**config.mk**
```make
export PLATFORM = sky130hd
export DESIGN_NAME = set_timing
export DESIGN_NICKNAME = d
export VERILOG_FILES = /design/src/include/set_pkg.sv /design/src/verilog/set_i2c_target.sv /design/src/verilog/set_timing.sv
export SDC_FILE = /design/constraint.sdc
export NUM_CORES = 1
export LEC_CHECK = 0
export ABC_AREA = 1
export BUFFER_PORTS_ARGS = -buffer_cell sky130_fd_sc_hd__buf_2
export CAP_MARGIN = 20
export CORE_UTILIZATION = 30
export DETAILED_ROUTE_END_ITERATION = 7
export PLACE_DENSITY_LB_ADDON = 0.1
export SLEW_MARGIN = 10
export SYNTH_ARGS = -nofsm -noshare
export SYNTH_HDL_FRONTEND = slang
export SYNTH_HIERARCHICAL = 1
export SYNTH_SLANG_ARGS = --single-unit
```
**constraint.sdc**
```tcl
create_clock -name core_clk -period 5.63 [get_ports core_clk]
set_clock_uncertainty 0.15 [all_clocks]
set_input_delay 0 -clock core_clk [delete_from_list [all_inputs] [get_ports core_clk]]
set_output_delay 0 -clock core_clk [all_outputs]
set_load 0.01 [all_outputs]
```
**src/include/set_pkg.sv**
```systemverilog
package set_pkg;
   // i2c target
   localparam logic [6:0] I2C_ADDR = 7'h49;
   // register offsets
   localparam logic [7:0] OFF_FUNC_EN = 8'h80;
   localparam logic [7:0] OFF_LIGHT_IT = 8'h81;
   localparam logic [7:0] OFF_PROX_SP = 8'h82;
   localparam logic [7:0] OFF_WAIT_P = 8'h83;
   // reset values
   localparam logic [7:0] RST_FUNC_EN = 8'h00;
   localparam logic [7:0] RST_LIGHT_IT = 8'h00;
   localparam logic [7:0] RST_PROX_SP = 8'h1F;
   localparam logic [7:0] RST_WAIT_P = 8'h00;
   // function enable bit positions
   localparam int BIT_POWER_ON = 0;
   localparam int BIT_LIGHT_EN = 1;
   localparam int BIT_PROX_EN = 2;
   localparam int BIT_WAIT_EN = 3;
   // timing
   localparam int CLK_KHZ = 50000;
   localparam real LIGHT_STEP_MS = 2.78;
   localparam int LIGHT_STEP_CYCLES = int'(LIGHT_STEP_MS * CLK_KHZ);
   localparam int PROX_STEP_US = 88;
   localparam int PROX_STEP_CYCLES = PROX_STEP_US * CLK_KHZ / 1000;
   localparam logic [3:0] LONG_WAIT_LAST = 4'hB;
   // light full scale
   localparam int LIGHT_COUNT_SHIFT = 10;
   localparam logic [7:0] FULL_SCALE_MIN_SETTING = 8'h3F;
   localparam logic [15:0] FULL_SCALE_MAX = 16'hFFFF;

   typedef struct packed {
      logic valid;
      logic [7:0] addr;
      logic [7:0] data;
   } set_wr_t;

   typedef enum logic [1:0] {
      PH_IDLE = 2'b00,
      PH_LIGHT = 2'b01,
      PH_PROX = 2'b11,
      PH_WAIT = 2'b10
   } set_phase_t;

   typedef enum logic [2:0] {
      I2_IDLE = 3'b000,
      I2_ADDR = 3'b001,
      I2_AACK = 3'b011,
      I2_RX = 3'b010,
      I2_RXACK = 3'b110,
      I2_TX = 3'b111,
      I2_TXACK = 3'b101
   } set_i2c_st_t;
endpackage : set_pkg

```
**src/verilog/set_i2c_target.sv**
```systemverilog
`timescale 1ns/10ps
module set_i2c_target (
   input wire logic core_clk, // system clock
   input wire logic resetn, // sync reset, active low
   input wire logic scl_in, // bus clock pin level
   input wire logic sda_in, // bus data pin level
   output logic sda_oe, // high while pulling data low
   input wire logic [7:0] rd_data, // byte at the pointer
   output logic [7:0] reg_ptr, // register pointer
   output set_pkg::set_wr_t wr // register write pulse
);
   typedef struct packed {
      logic scl1, scl2, scl3, scl_f, scl_p;
      logic sda1, sda2, sda3, sda_f, sda_p;
      set_pkg::set_i2c_st_t st;
      logic [3:0] cnt;
      logic [7:0] sh;
      logic [7:0] tx;
      logic rw;
      logic first;
      logic [7:0] ptr;
      logic oe;
      set_pkg::set_wr_t wr;
   } set_i2c_state_t;

   set_i2c_state_t s, next_s;
   logic rise, fall, start, stop;

   assign rise = s.scl_f & ~s.scl_p;
   assign fall = ~s.scl_f & s.scl_p;
   assign start = s.scl_f & s.scl_p & s.sda_p & ~s.sda_f;
   assign stop = s.scl_f & s.scl_p & ~s.sda_p & s.sda_f;

   always_comb begin
      next_s = s;
      next_s.wr.valid = 1'b0;
      next_s.scl1 = scl_in;
      next_s.scl2 = s.scl1;
      next_s.scl3 = s.scl2;
      next_s.sda1 = sda_in;
      next_s.sda2 = s.sda1;
      next_s.sda3 = s.sda2;
      // a change counts once the two later stages agree
      if (s.scl2 == s.scl3) begin
         next_s.scl_f = s.scl3;
      end
      if (s.sda2 == s.sda3) begin
         next_s.sda_f = s.sda3;
      end
      next_s.scl_p = s.scl_f;
      next_s.sda_p = s.sda_f;
      if (start) begin
         next_s.st = set_pkg::I2_ADDR;
         next_s.cnt = 4'h0;
         next_s.oe = 1'b0;
      end else if (stop) begin
         next_s.st = set_pkg::I2_IDLE;
         next_s.oe = 1'b0;
      end else begin
         case (s.st)
            set_pkg::I2_ADDR, set_pkg::I2_RX: begin
               if (rise) begin
                  next_s.sh = {s.sh[6:0], s.sda_f};
                  next_s.cnt = s.cnt + 4'h1;
               end else if (fall && s.cnt == 4'h8) begin
                  next_s.cnt = 4'h0;
                  if (s.st == set_pkg::I2_ADDR) begin
                     if (s.sh[7:1] == set_pkg::I2C_ADDR) begin
                        next_s.st = set_pkg::I2_AACK;
                        next_s.oe = 1'b1;
                        next_s.rw = s.sh[0];
                     end else begin
                        next_s.st = set_pkg::I2_IDLE;
                     end
                  end else begin
                     next_s.st = set_pkg::I2_RXACK;
                     next_s.oe = 1'b1;
                     next_s.first = 1'b0;
                     if (s.first) begin
                        next_s.ptr = s.sh;
                     end else begin
                        next_s.wr = '{1'b1, s.ptr, s.sh};
                        next_s.ptr = s.ptr + 8'h01;
                     end
                  end
               end
            end
            set_pkg::I2_AACK, set_pkg::I2_TXACK: begin
               if (rise && s.st == set_pkg::I2_TXACK && s.sda_f) begin
                  next_s.st = set_pkg::I2_IDLE;
               end else if (fall) begin
                  if (s.rw) begin
                     next_s.st = set_pkg::I2_TX;
                     next_s.tx = rd_data;
                     next_s.oe = ~rd_data[7];
                  end else begin
                     next_s.st = set_pkg::I2_RX;
                     next_s.first = 1'b1;
                     next_s.oe = 1'b0;
                  end
               end
            end
            set_pkg::I2_RXACK: begin
               if (fall) begin
                  next_s.st = set_pkg::I2_RX;
                  next_s.oe = 1'b0;
               end
            end
            set_pkg::I2_TX: begin
               if (rise) begin
                  next_s.cnt = s.cnt + 4'h1;
               end else if (fall && s.cnt == 4'h8) begin
                  next_s.st = set_pkg::I2_TXACK;
                  next_s.cnt = 4'h0;
                  next_s.oe = 1'b0;
                  next_s.ptr = s.ptr + 8'h01;
               end else if (fall) begin
                  next_s.tx = {s.tx[6:0], 1'b0};
                  next_s.oe = ~s.tx[6];
               end
            end
            default: begin
               next_s.oe = 1'b0;
            end
         endcase
      end
   end

   always_ff @(posedge core_clk) begin
      if (!resetn) begin
         s <= '{scl1: 1'b1, scl2: 1'b1, scl3: 1'b1, scl_f: 1'b1,
                scl_p: 1'b1, sda1: 1'b1, sda2: 1'b1, sda3: 1'b1,
                sda_f: 1'b1, sda_p: 1'b1, st: set_pkg::I2_IDLE,
                default: '0};
      end else begin
         s <= next_s;
      end
   end

   assign sda_oe = s.oe;
   assign reg_ptr = s.ptr;
   assign wr = s.wr;
endmodule : set_i2c_target

```
**src/verilog/set_timing.sv**
```systemverilog
`timescale 1ns/10ps
// Function
// - bit 3 enables wait between cycles
// - bit 2 enables proximity detection
// - bit 1 enables light measurement
// - bit 0 powers oscillator and converters
// - integration lasts setting plus one periods
// - integration down counter ends at zero
// - full scale 1024 per period, saturating
// - prox sample lasts setting plus one steps
// - wait down counter, times 12 when long
// - i2c target 0x49, auto-incrementing pointer
module set_timing #(
   parameter int LIGHT_TICK = set_pkg::LIGHT_STEP_CYCLES,
   parameter int PROX_TICK = set_pkg::PROX_STEP_CYCLES
) (
   input wire logic core_clk, // system clock
   input wire logic resetn, // sync reset, active low
   input wire logic scl_in, // bus clock pin
   input wire logic sda_in, // bus data pin input
   output logic sda_out, // bus data pin output, always low
   output logic sda_oe, // bus data output enable
   input wire logic long_wait_multiplier, // wait times twelve
   output logic osc_enable, // oscillator and converters on
   output logic light_active, // light integration running
   output logic prox_active, // proximity sample running
   output logic wait_active, // wait period running
   output logic light_done, // integration finished pulse
   output logic prox_done, // proximity sample finished pulse
   output logic wait_done, // wait finished pulse
   output logic [15:0] light_full_scale // max light count
);
   typedef struct packed {
      set_pkg::set_phase_t st;
      logic [17:0] pre;
      logic [7:0] cnt;
      logic [3:0] lw;
      logic lwm;
      logic [7:0] func_en;
      logic [7:0] light_it;
      logic [7:0] prox_sp;
      logic [7:0] wait_p;
      logic [15:0] full_scale;
      logic light_done;
      logic prox_done;
      logic wait_done;
   } set_tim_state_t;

   localparam set_tim_state_t RESET_STATE = '{
      st: set_pkg::PH_IDLE, func_en: set_pkg::RST_FUNC_EN,
      light_it: set_pkg::RST_LIGHT_IT, prox_sp: set_pkg::RST_PROX_SP,
      wait_p: set_pkg::RST_WAIT_P, default: '0};

   set_tim_state_t s, next_s;
   set_pkg::set_wr_t wr;
   logic [7:0] reg_ptr;
   logic [7:0] rd_data;
   logic power_on, light_en, prox_en, wait_en;
   logic tick;
   logic [17:0] tick_last;
   logic [18:0] fs_calc;
   set_pkg::set_phase_t after;

   ////////////////////////////////////////////////////////////////////
   set_i2c_target u_i2c (
      .core_clk(core_clk),
      .resetn(resetn),
      .scl_in(scl_in),
      .sda_in(sda_in),
      .sda_oe(sda_oe),
      .rd_data(rd_data),
      .reg_ptr(reg_ptr),
      .wr(wr)
   );
   assign sda_out = 1'b0;

   always_comb begin
      if (reg_ptr == set_pkg::OFF_FUNC_EN) begin
         rd_data = s.func_en;
      end else if (reg_ptr == set_pkg::OFF_LIGHT_IT) begin
         rd_data = s.light_it;
      end else if (reg_ptr == set_pkg::OFF_PROX_SP) begin
         rd_data = s.prox_sp;
      end else if (reg_ptr == set_pkg::OFF_WAIT_P) begin
         rd_data = s.wait_p;
      end else begin
         rd_data = 8'h00;
      end
   end

   ////////////////////////////////////////////////////////////////////
   assign power_on = s.func_en[set_pkg::BIT_POWER_ON];
   assign light_en = s.func_en[set_pkg::BIT_LIGHT_EN];
   assign prox_en = s.func_en[set_pkg::BIT_PROX_EN];
   assign wait_en = s.func_en[set_pkg::BIT_WAIT_EN];
   assign tick_last = (s.st == set_pkg::PH_PROX) ?
      18'(PROX_TICK - 1) : 18'(LIGHT_TICK - 1);
   assign tick = (s.pre == tick_last);
   // 1024 counts per period, less one
   assign fs_calc = {({1'b0, s.light_it} + 9'h001), 10'h000} - 19'h00001;

   // next enabled phase, order light, prox, wait
   function automatic set_pkg::set_phase_t follow(
      input set_pkg::set_phase_t cur, input logic le, input logic pe,
      input logic we);
      set_pkg::set_phase_t r;
      r = set_pkg::PH_IDLE;
      case (cur)
         set_pkg::PH_LIGHT: begin
            r = pe ? set_pkg::PH_PROX : we ? set_pkg::PH_WAIT :
                le ? set_pkg::PH_LIGHT : set_pkg::PH_IDLE;
         end
         set_pkg::PH_PROX: begin
            r = we ? set_pkg::PH_WAIT : le ? set_pkg::PH_LIGHT :
                pe ? set_pkg::PH_PROX : set_pkg::PH_IDLE;
         end
         default: begin
            r = le ? set_pkg::PH_LIGHT : pe ? set_pkg::PH_PROX :
                we ? set_pkg::PH_WAIT : set_pkg::PH_IDLE;
         end
      endcase
      return r;
   endfunction : follow

   assign after = follow(s.st, light_en, prox_en, wait_en);

   always_comb begin
      next_s = s;
      next_s.light_done = 1'b0;
      next_s.prox_done = 1'b0;
      next_s.wait_done = 1'b0;
      next_s.pre = tick ? 18'h00000 : s.pre + 18'h00001;
      if (s.light_it >= set_pkg::FULL_SCALE_MIN_SETTING) begin
         next_s.full_scale = set_pkg::FULL_SCALE_MAX;
      end else begin
         next_s.full_scale = fs_calc[15:0];
      end
      // phase end or idle: pick and load the next phase
      if (s.st == set_pkg::PH_IDLE || (tick && s.cnt == 8'h00 &&
          (s.st != set_pkg::PH_WAIT || !s.lwm ||
           s.lw == set_pkg::LONG_WAIT_LAST))) begin
         next_s.light_done = (s.st == set_pkg::PH_LIGHT);
         next_s.prox_done = (s.st == set_pkg::PH_PROX);
         next_s.wait_done = (s.st == set_pkg::PH_WAIT);
         next_s.st = after;
         next_s.pre = 18'h00000;
         next_s.lw = 4'h0;
         next_s.lwm = long_wait_multiplier;
         case (after)
            set_pkg::PH_LIGHT: next_s.cnt = s.light_it;
            set_pkg::PH_PROX: next_s.cnt = s.prox_sp;
            set_pkg::PH_WAIT: next_s.cnt = s.wait_p;
            default: next_s.cnt = 8'h00;
         endcase
      end else if (tick) begin
         if (s.st == set_pkg::PH_WAIT && s.lwm &&
             s.lw != set_pkg::LONG_WAIT_LAST) begin
            next_s.lw = s.lw + 4'h1;
         end else begin
            next_s.lw = 4'h0;
            next_s.cnt = s.cnt - 8'h01;
         end
      end
      if (!power_on) begin
         next_s.st = set_pkg::PH_IDLE;
         next_s.pre = 18'h00000;
         next_s.cnt = 8'h00;
         next_s.lw = 4'h0;
      end
      // host writes take effect from the next cycle
      if (wr.valid) begin
         if (wr.addr == set_pkg::OFF_FUNC_EN) begin
            next_s.func_en = wr.data;
         end else if (wr.addr == set_pkg::OFF_LIGHT_IT) begin
            next_s.light_it = wr.data;
         end else if (wr.addr == set_pkg::OFF_PROX_SP) begin
            next_s.prox_sp = wr.data;
         end else if (wr.addr == set_pkg::OFF_WAIT_P) begin
            next_s.wait_p = wr.data;
         end
      end
   end

   always_ff @(posedge core_clk) begin
      if (!resetn) begin
         s <= RESET_STATE;
      end else begin
         s <= next_s;
      end
   end

   assign osc_enable = power_on;
   assign light_active = (s.st == set_pkg::PH_LIGHT);
   assign prox_active = (s.st == set_pkg::PH_PROX);
   assign wait_active = (s.st == set_pkg::PH_WAIT);
   assign light_done = s.light_done;
   assign prox_done = s.prox_done;
   assign wait_done = s.wait_done;
   assign light_full_scale = s.full_scale;

   ////////////////////////////////////////////////////////////////////
   // phase length helpers for the checks below
   logic ph_start;
   int ph_len;
   int len_want;
   // a phase starts on a change or on a back to back repeat
   assign ph_start = s.st != next_s.st || next_s.light_done ||
      next_s.prox_done || next_s.wait_done;
   always_ff @(posedge core_clk) begin
      if (!resetn) begin
         ph_len <= 0;
         len_want <= 0;
      end else if (next_s.st == set_pkg::PH_IDLE) begin
         ph_len <= 0;
      end else if (!ph_start) begin
         ph_len <= ph_len + 1;
      end else begin
         ph_len <= 1;
         if (next_s.st == set_pkg::PH_LIGHT) begin
            len_want <= (int'(s.light_it) + 1) * LIGHT_TICK;
         end else if (next_s.st == set_pkg::PH_PROX) begin
            len_want <= (int'(s.prox_sp) + 1) * PROX_TICK;
         end else begin
            len_want <= (int'(s.wait_p) + 1) * LIGHT_TICK *
                        (long_wait_multiplier ? 12 : 1);
         end
      end
   end
endmodule : set_timing

```
==> results by group <==
Power and ir drop
  – Peak VDD IR: around 0.00016 V
  – PwrDens: 308.8 nW/µm²
  – Leakage power: 0.003410 µW

Floorplan
  – Initial Util: 30.60%
  – Rows: 56
  – DIE AREA: 24560 µm²
  – Die W: 156.7 µm
  – I/O pin count: 30
  – Die Height: 156.7 µm
  – Area of the core: 23470 µm²

Placement
  – GP Congestion: 0.8140
  – Placed cell areas: 7273 µm²
  – Port buffer count: 28
  – Worst slack, placed: 3.310 ns
  – Post-DP HPWL: 12900 µm

Global route
  – Initial antenna violation count: 0
  – Total grt overflow: 0
  – Global-route wire length before repair: between 30000 and 40000 µm
  – Total track usage: 15.68%
  – Largest net degree at the start of global routing: 45
  – Number of global-route vias before repair: about 6000

CTS
  – # H-tree levels: 4
  – CTS Buffer Depth: 2
  – CTS tree: built
  – Clock Latency Late Sink: 0.43 ns
  – # clock sinks: 135
  – Clock-pin slew on the worst setup and hold paths: 0.07 ns
  – Clk root buf: clkbuf_16
  – CTS Buf Count: 17

STA
  – Final setup violation count: 0
  – Worst Tran Pin Value: 0.9502 ns
  – F_max: 0.4314 GHz
  – Worst Hold Slack: between 0.1 and 0.15 ns
  – Min Tclk post-route: ~2.3 ns
  – Final slew viol count: 0
  – Total Neg Setup Slack: 0 ns
  – RSZ-0062 raised after global routing: false
  – Worst Setup Slack, final: approximately 3.3 ns
  – Fin crit share: 41.18%
  – Slew HR: between 30 and 40%
  – Final hold violations: 0

Logic synthesis
  – Mean Syn Cell Area: approximately 7 µm²
  – Number of synthesized register bits: 135
  – Mapped Cells: ~1000
  – Syn Std Cell Area: 7182 µm²
  – Yosys warnings: 6
  – Register area share after synthesis: 37.63%
  – Mapped Nets: roughly 1100
  – Unique masters post-synth: approximately 40

Route
  – Vias/cell: 4.523
  – Initial DRC count: around 270
  – ANT nets after route: 0
  – Via count: 6142
  – Drt first pass iters: 4
  – Wire length per cell: between 10 and 15 µm
  – Post-route DRC: 0
  – WL final: 17770 µm

Final layout
  – Layout cells sized above 1: 11.26%
  – Area growth syn-to-layout: 10.54%
  – Post-layout util: about a third
  – ANT cells: 0
  – Design Area, Final: 7939 µm²
  – Nets@finish: 1039

Worst setup path
  – R2r startpoint: u_i2c/reg_ptr[3]
  – CP Data Required Time: 5.83 ns
  – Worst Setup End Kind: flip-flop
  – Crit path from: u_i2c/reg_ptr[3]
  – WS Path Type: reg2reg
  – Max FO, Critical Path: 8
  – CP Data Arrival Time: 2.52 ns
  – CP Launch Type: flip-flop

Worst hold path
  – Hold path start: scl_in
  – Hold Crit Class: in2reg

Run
  – Max-cap violations: 0

Status
  – Outcome: finished, final reports clean
-- layout make-up --
| type | instances | area, µm² |
|---|---|---|
| inverter | 137 | 520.5 |
| clock inverter | 13 | 192.7 |
| tap | 319 | 399.1 |
| multi-input combinational | 701 | 3496 |
| fill | 2558 | 15530 |
| clock buffer | 19 | 432.9 |
| sequential | 135 | 2703 |
| timing repair buffer | 34 | 195.2 |
-- critical path, stage by stage, from the launching register on --
cell and delay, ns:
dfxtp_1 0.38, or2_1 0.29, nor4_2 0.76, a21oi_1 0.18, nand2_1 0.15, nand2_1 0.06
nand2_1 0.07, o21ai_0 0.08, nor2_1 0.12
-- cell usage after synthesis, drive strengths merged --
cell type | n | area [µm²]
a211oi | 1 | 7.510
a21oi | 90 | 450.4
buf | 57 | 435.4
clkbuf | 9 | 33.78
clkinv | 6 | 28.77
conb | 1 | 3.750
dfxtp | 135 | 2703
ha | 8 | 100.1
inv | 131 | 491.7
nand2 | 201 | 822.0
nand3 | 93 | 495.5
nand3b | 5 | 37.54
nand4 | 11 | 75.07
nor2 | 138 | 565.5
nor3 | 9 | 70.07
nor4 | 5 | 37.53
o211ai | 2 | 15.01
o21a | 3 | 22.52
o21ai | 90 | 450.4
o22ai | 9 | 56.30
o31ai | 1 | 7.510
or2 | 10 | 62.56
xnor2 | 9 | 78.83
xor2 | 15 | 131.4
-- what timing repair did --
| action | in CTS | in global routing |
|---|---|---|
| gates resized for setup | 0 | 0 |
| buffers inserted | 0 | 0 |
| hold buffers | 4 | 0 |
| endpoints found under the hold margin | 6 | 0 |
-- sequential cells by signal, summed over array words and instances, names as in the netlist --
name,count
u_i2c/reg_ptr,8
osc_enable,1
u_i2c/wr,17
prox_en,1
prox_done,1
light_done,1
light_full_scale,7
u_i2c/next_s,6
wait_done,1
s,62
u_i2c/sda_oe,1
u_i2c/s,28
light_en,1
-- report_power, final --
part	total (µW)	switching (µW)	internal [µW]
registers	1010	30.7	980
clock network	1200	449	748
logic	244	160	83.5
total	2450	640	1810
-- cell usage in the layout, fill, tap and decap left out, types with 3 or more instances in the layout --
cell           instances
nor2_4                 4
ha_1                   8
o21a_1                 3
clkinv_4               3
nand3_2                6
inv_1                123
nor4_1                 3
clkbuf_16             17
inv_6                  4
o22ai_1                9
dlygate4sd3_1          4
o21ai_0               86
nand4_1               10
nor2_1               127
nand2_4                6
inv_2                  8
buf_2                 28
xor2_1                15
nor3_1                 4
nand3_1               87
nor2_2                 7
a21oi_1               90
xnor2_1                9
o21ai_1                4
dfxtp_1              135
nand2_2                9
or2_2                  7
bufinv_16              4
nand2_1              186
nor3_2                 5
clkinv_1               4
nand3b_1               5
-- path summary, 6_finish.rpt --
kind	to	cells past startpoint	slack (ns)
max	u_i2c/s[30]	8	3.31
min	u_i2c/next_s[59]	3	0.14
max reg2reg	u_i2c/s[30]	8	3.31
min reg2reg	u_i2c/next_s[58]	1	0.26
-- metal layers --
metal / up-vias / share of wire [%] / global-route usage, % / wire length [µm]
li1: 3291 / - / - / -
met1: 2771 / 49 / 19.50 / 8700
met2: 57 / 47 / 26.41 / 8294
met3: 23 / 2.3 / 2.963 / 402
met4: 0 / 2.1 / 6.443 / 374
met5: - / 0 / 0 / 0
-- cell families after synthesis --
kind of cell               share of synthesized area, %
buffers and inverters                             13.78
AOI/OAI and AO/OA                                 14.06
xor gates and xnor gates                          2.927
DFF                                               37.63
adders and majority gates                         1.394
and+or+nand+nor                                   30.16
other                                           0.05221
-- stage by stage --
| stage | instances | total power, µW |
|---|---|---|
| 2_1_floorplan | 1039 | 1228 |
| 3_3_place_gp | 1322 | 1278 |
| 3_5_place_dp | 1322 | 1274 |
| 4_1_cts | 1358 | 2495 |
| 5_1_grt | 1358 | 2583 |
| 6_report | 1358 | 2451 |
Note: power is estimated with default switching activity, not from simulation.
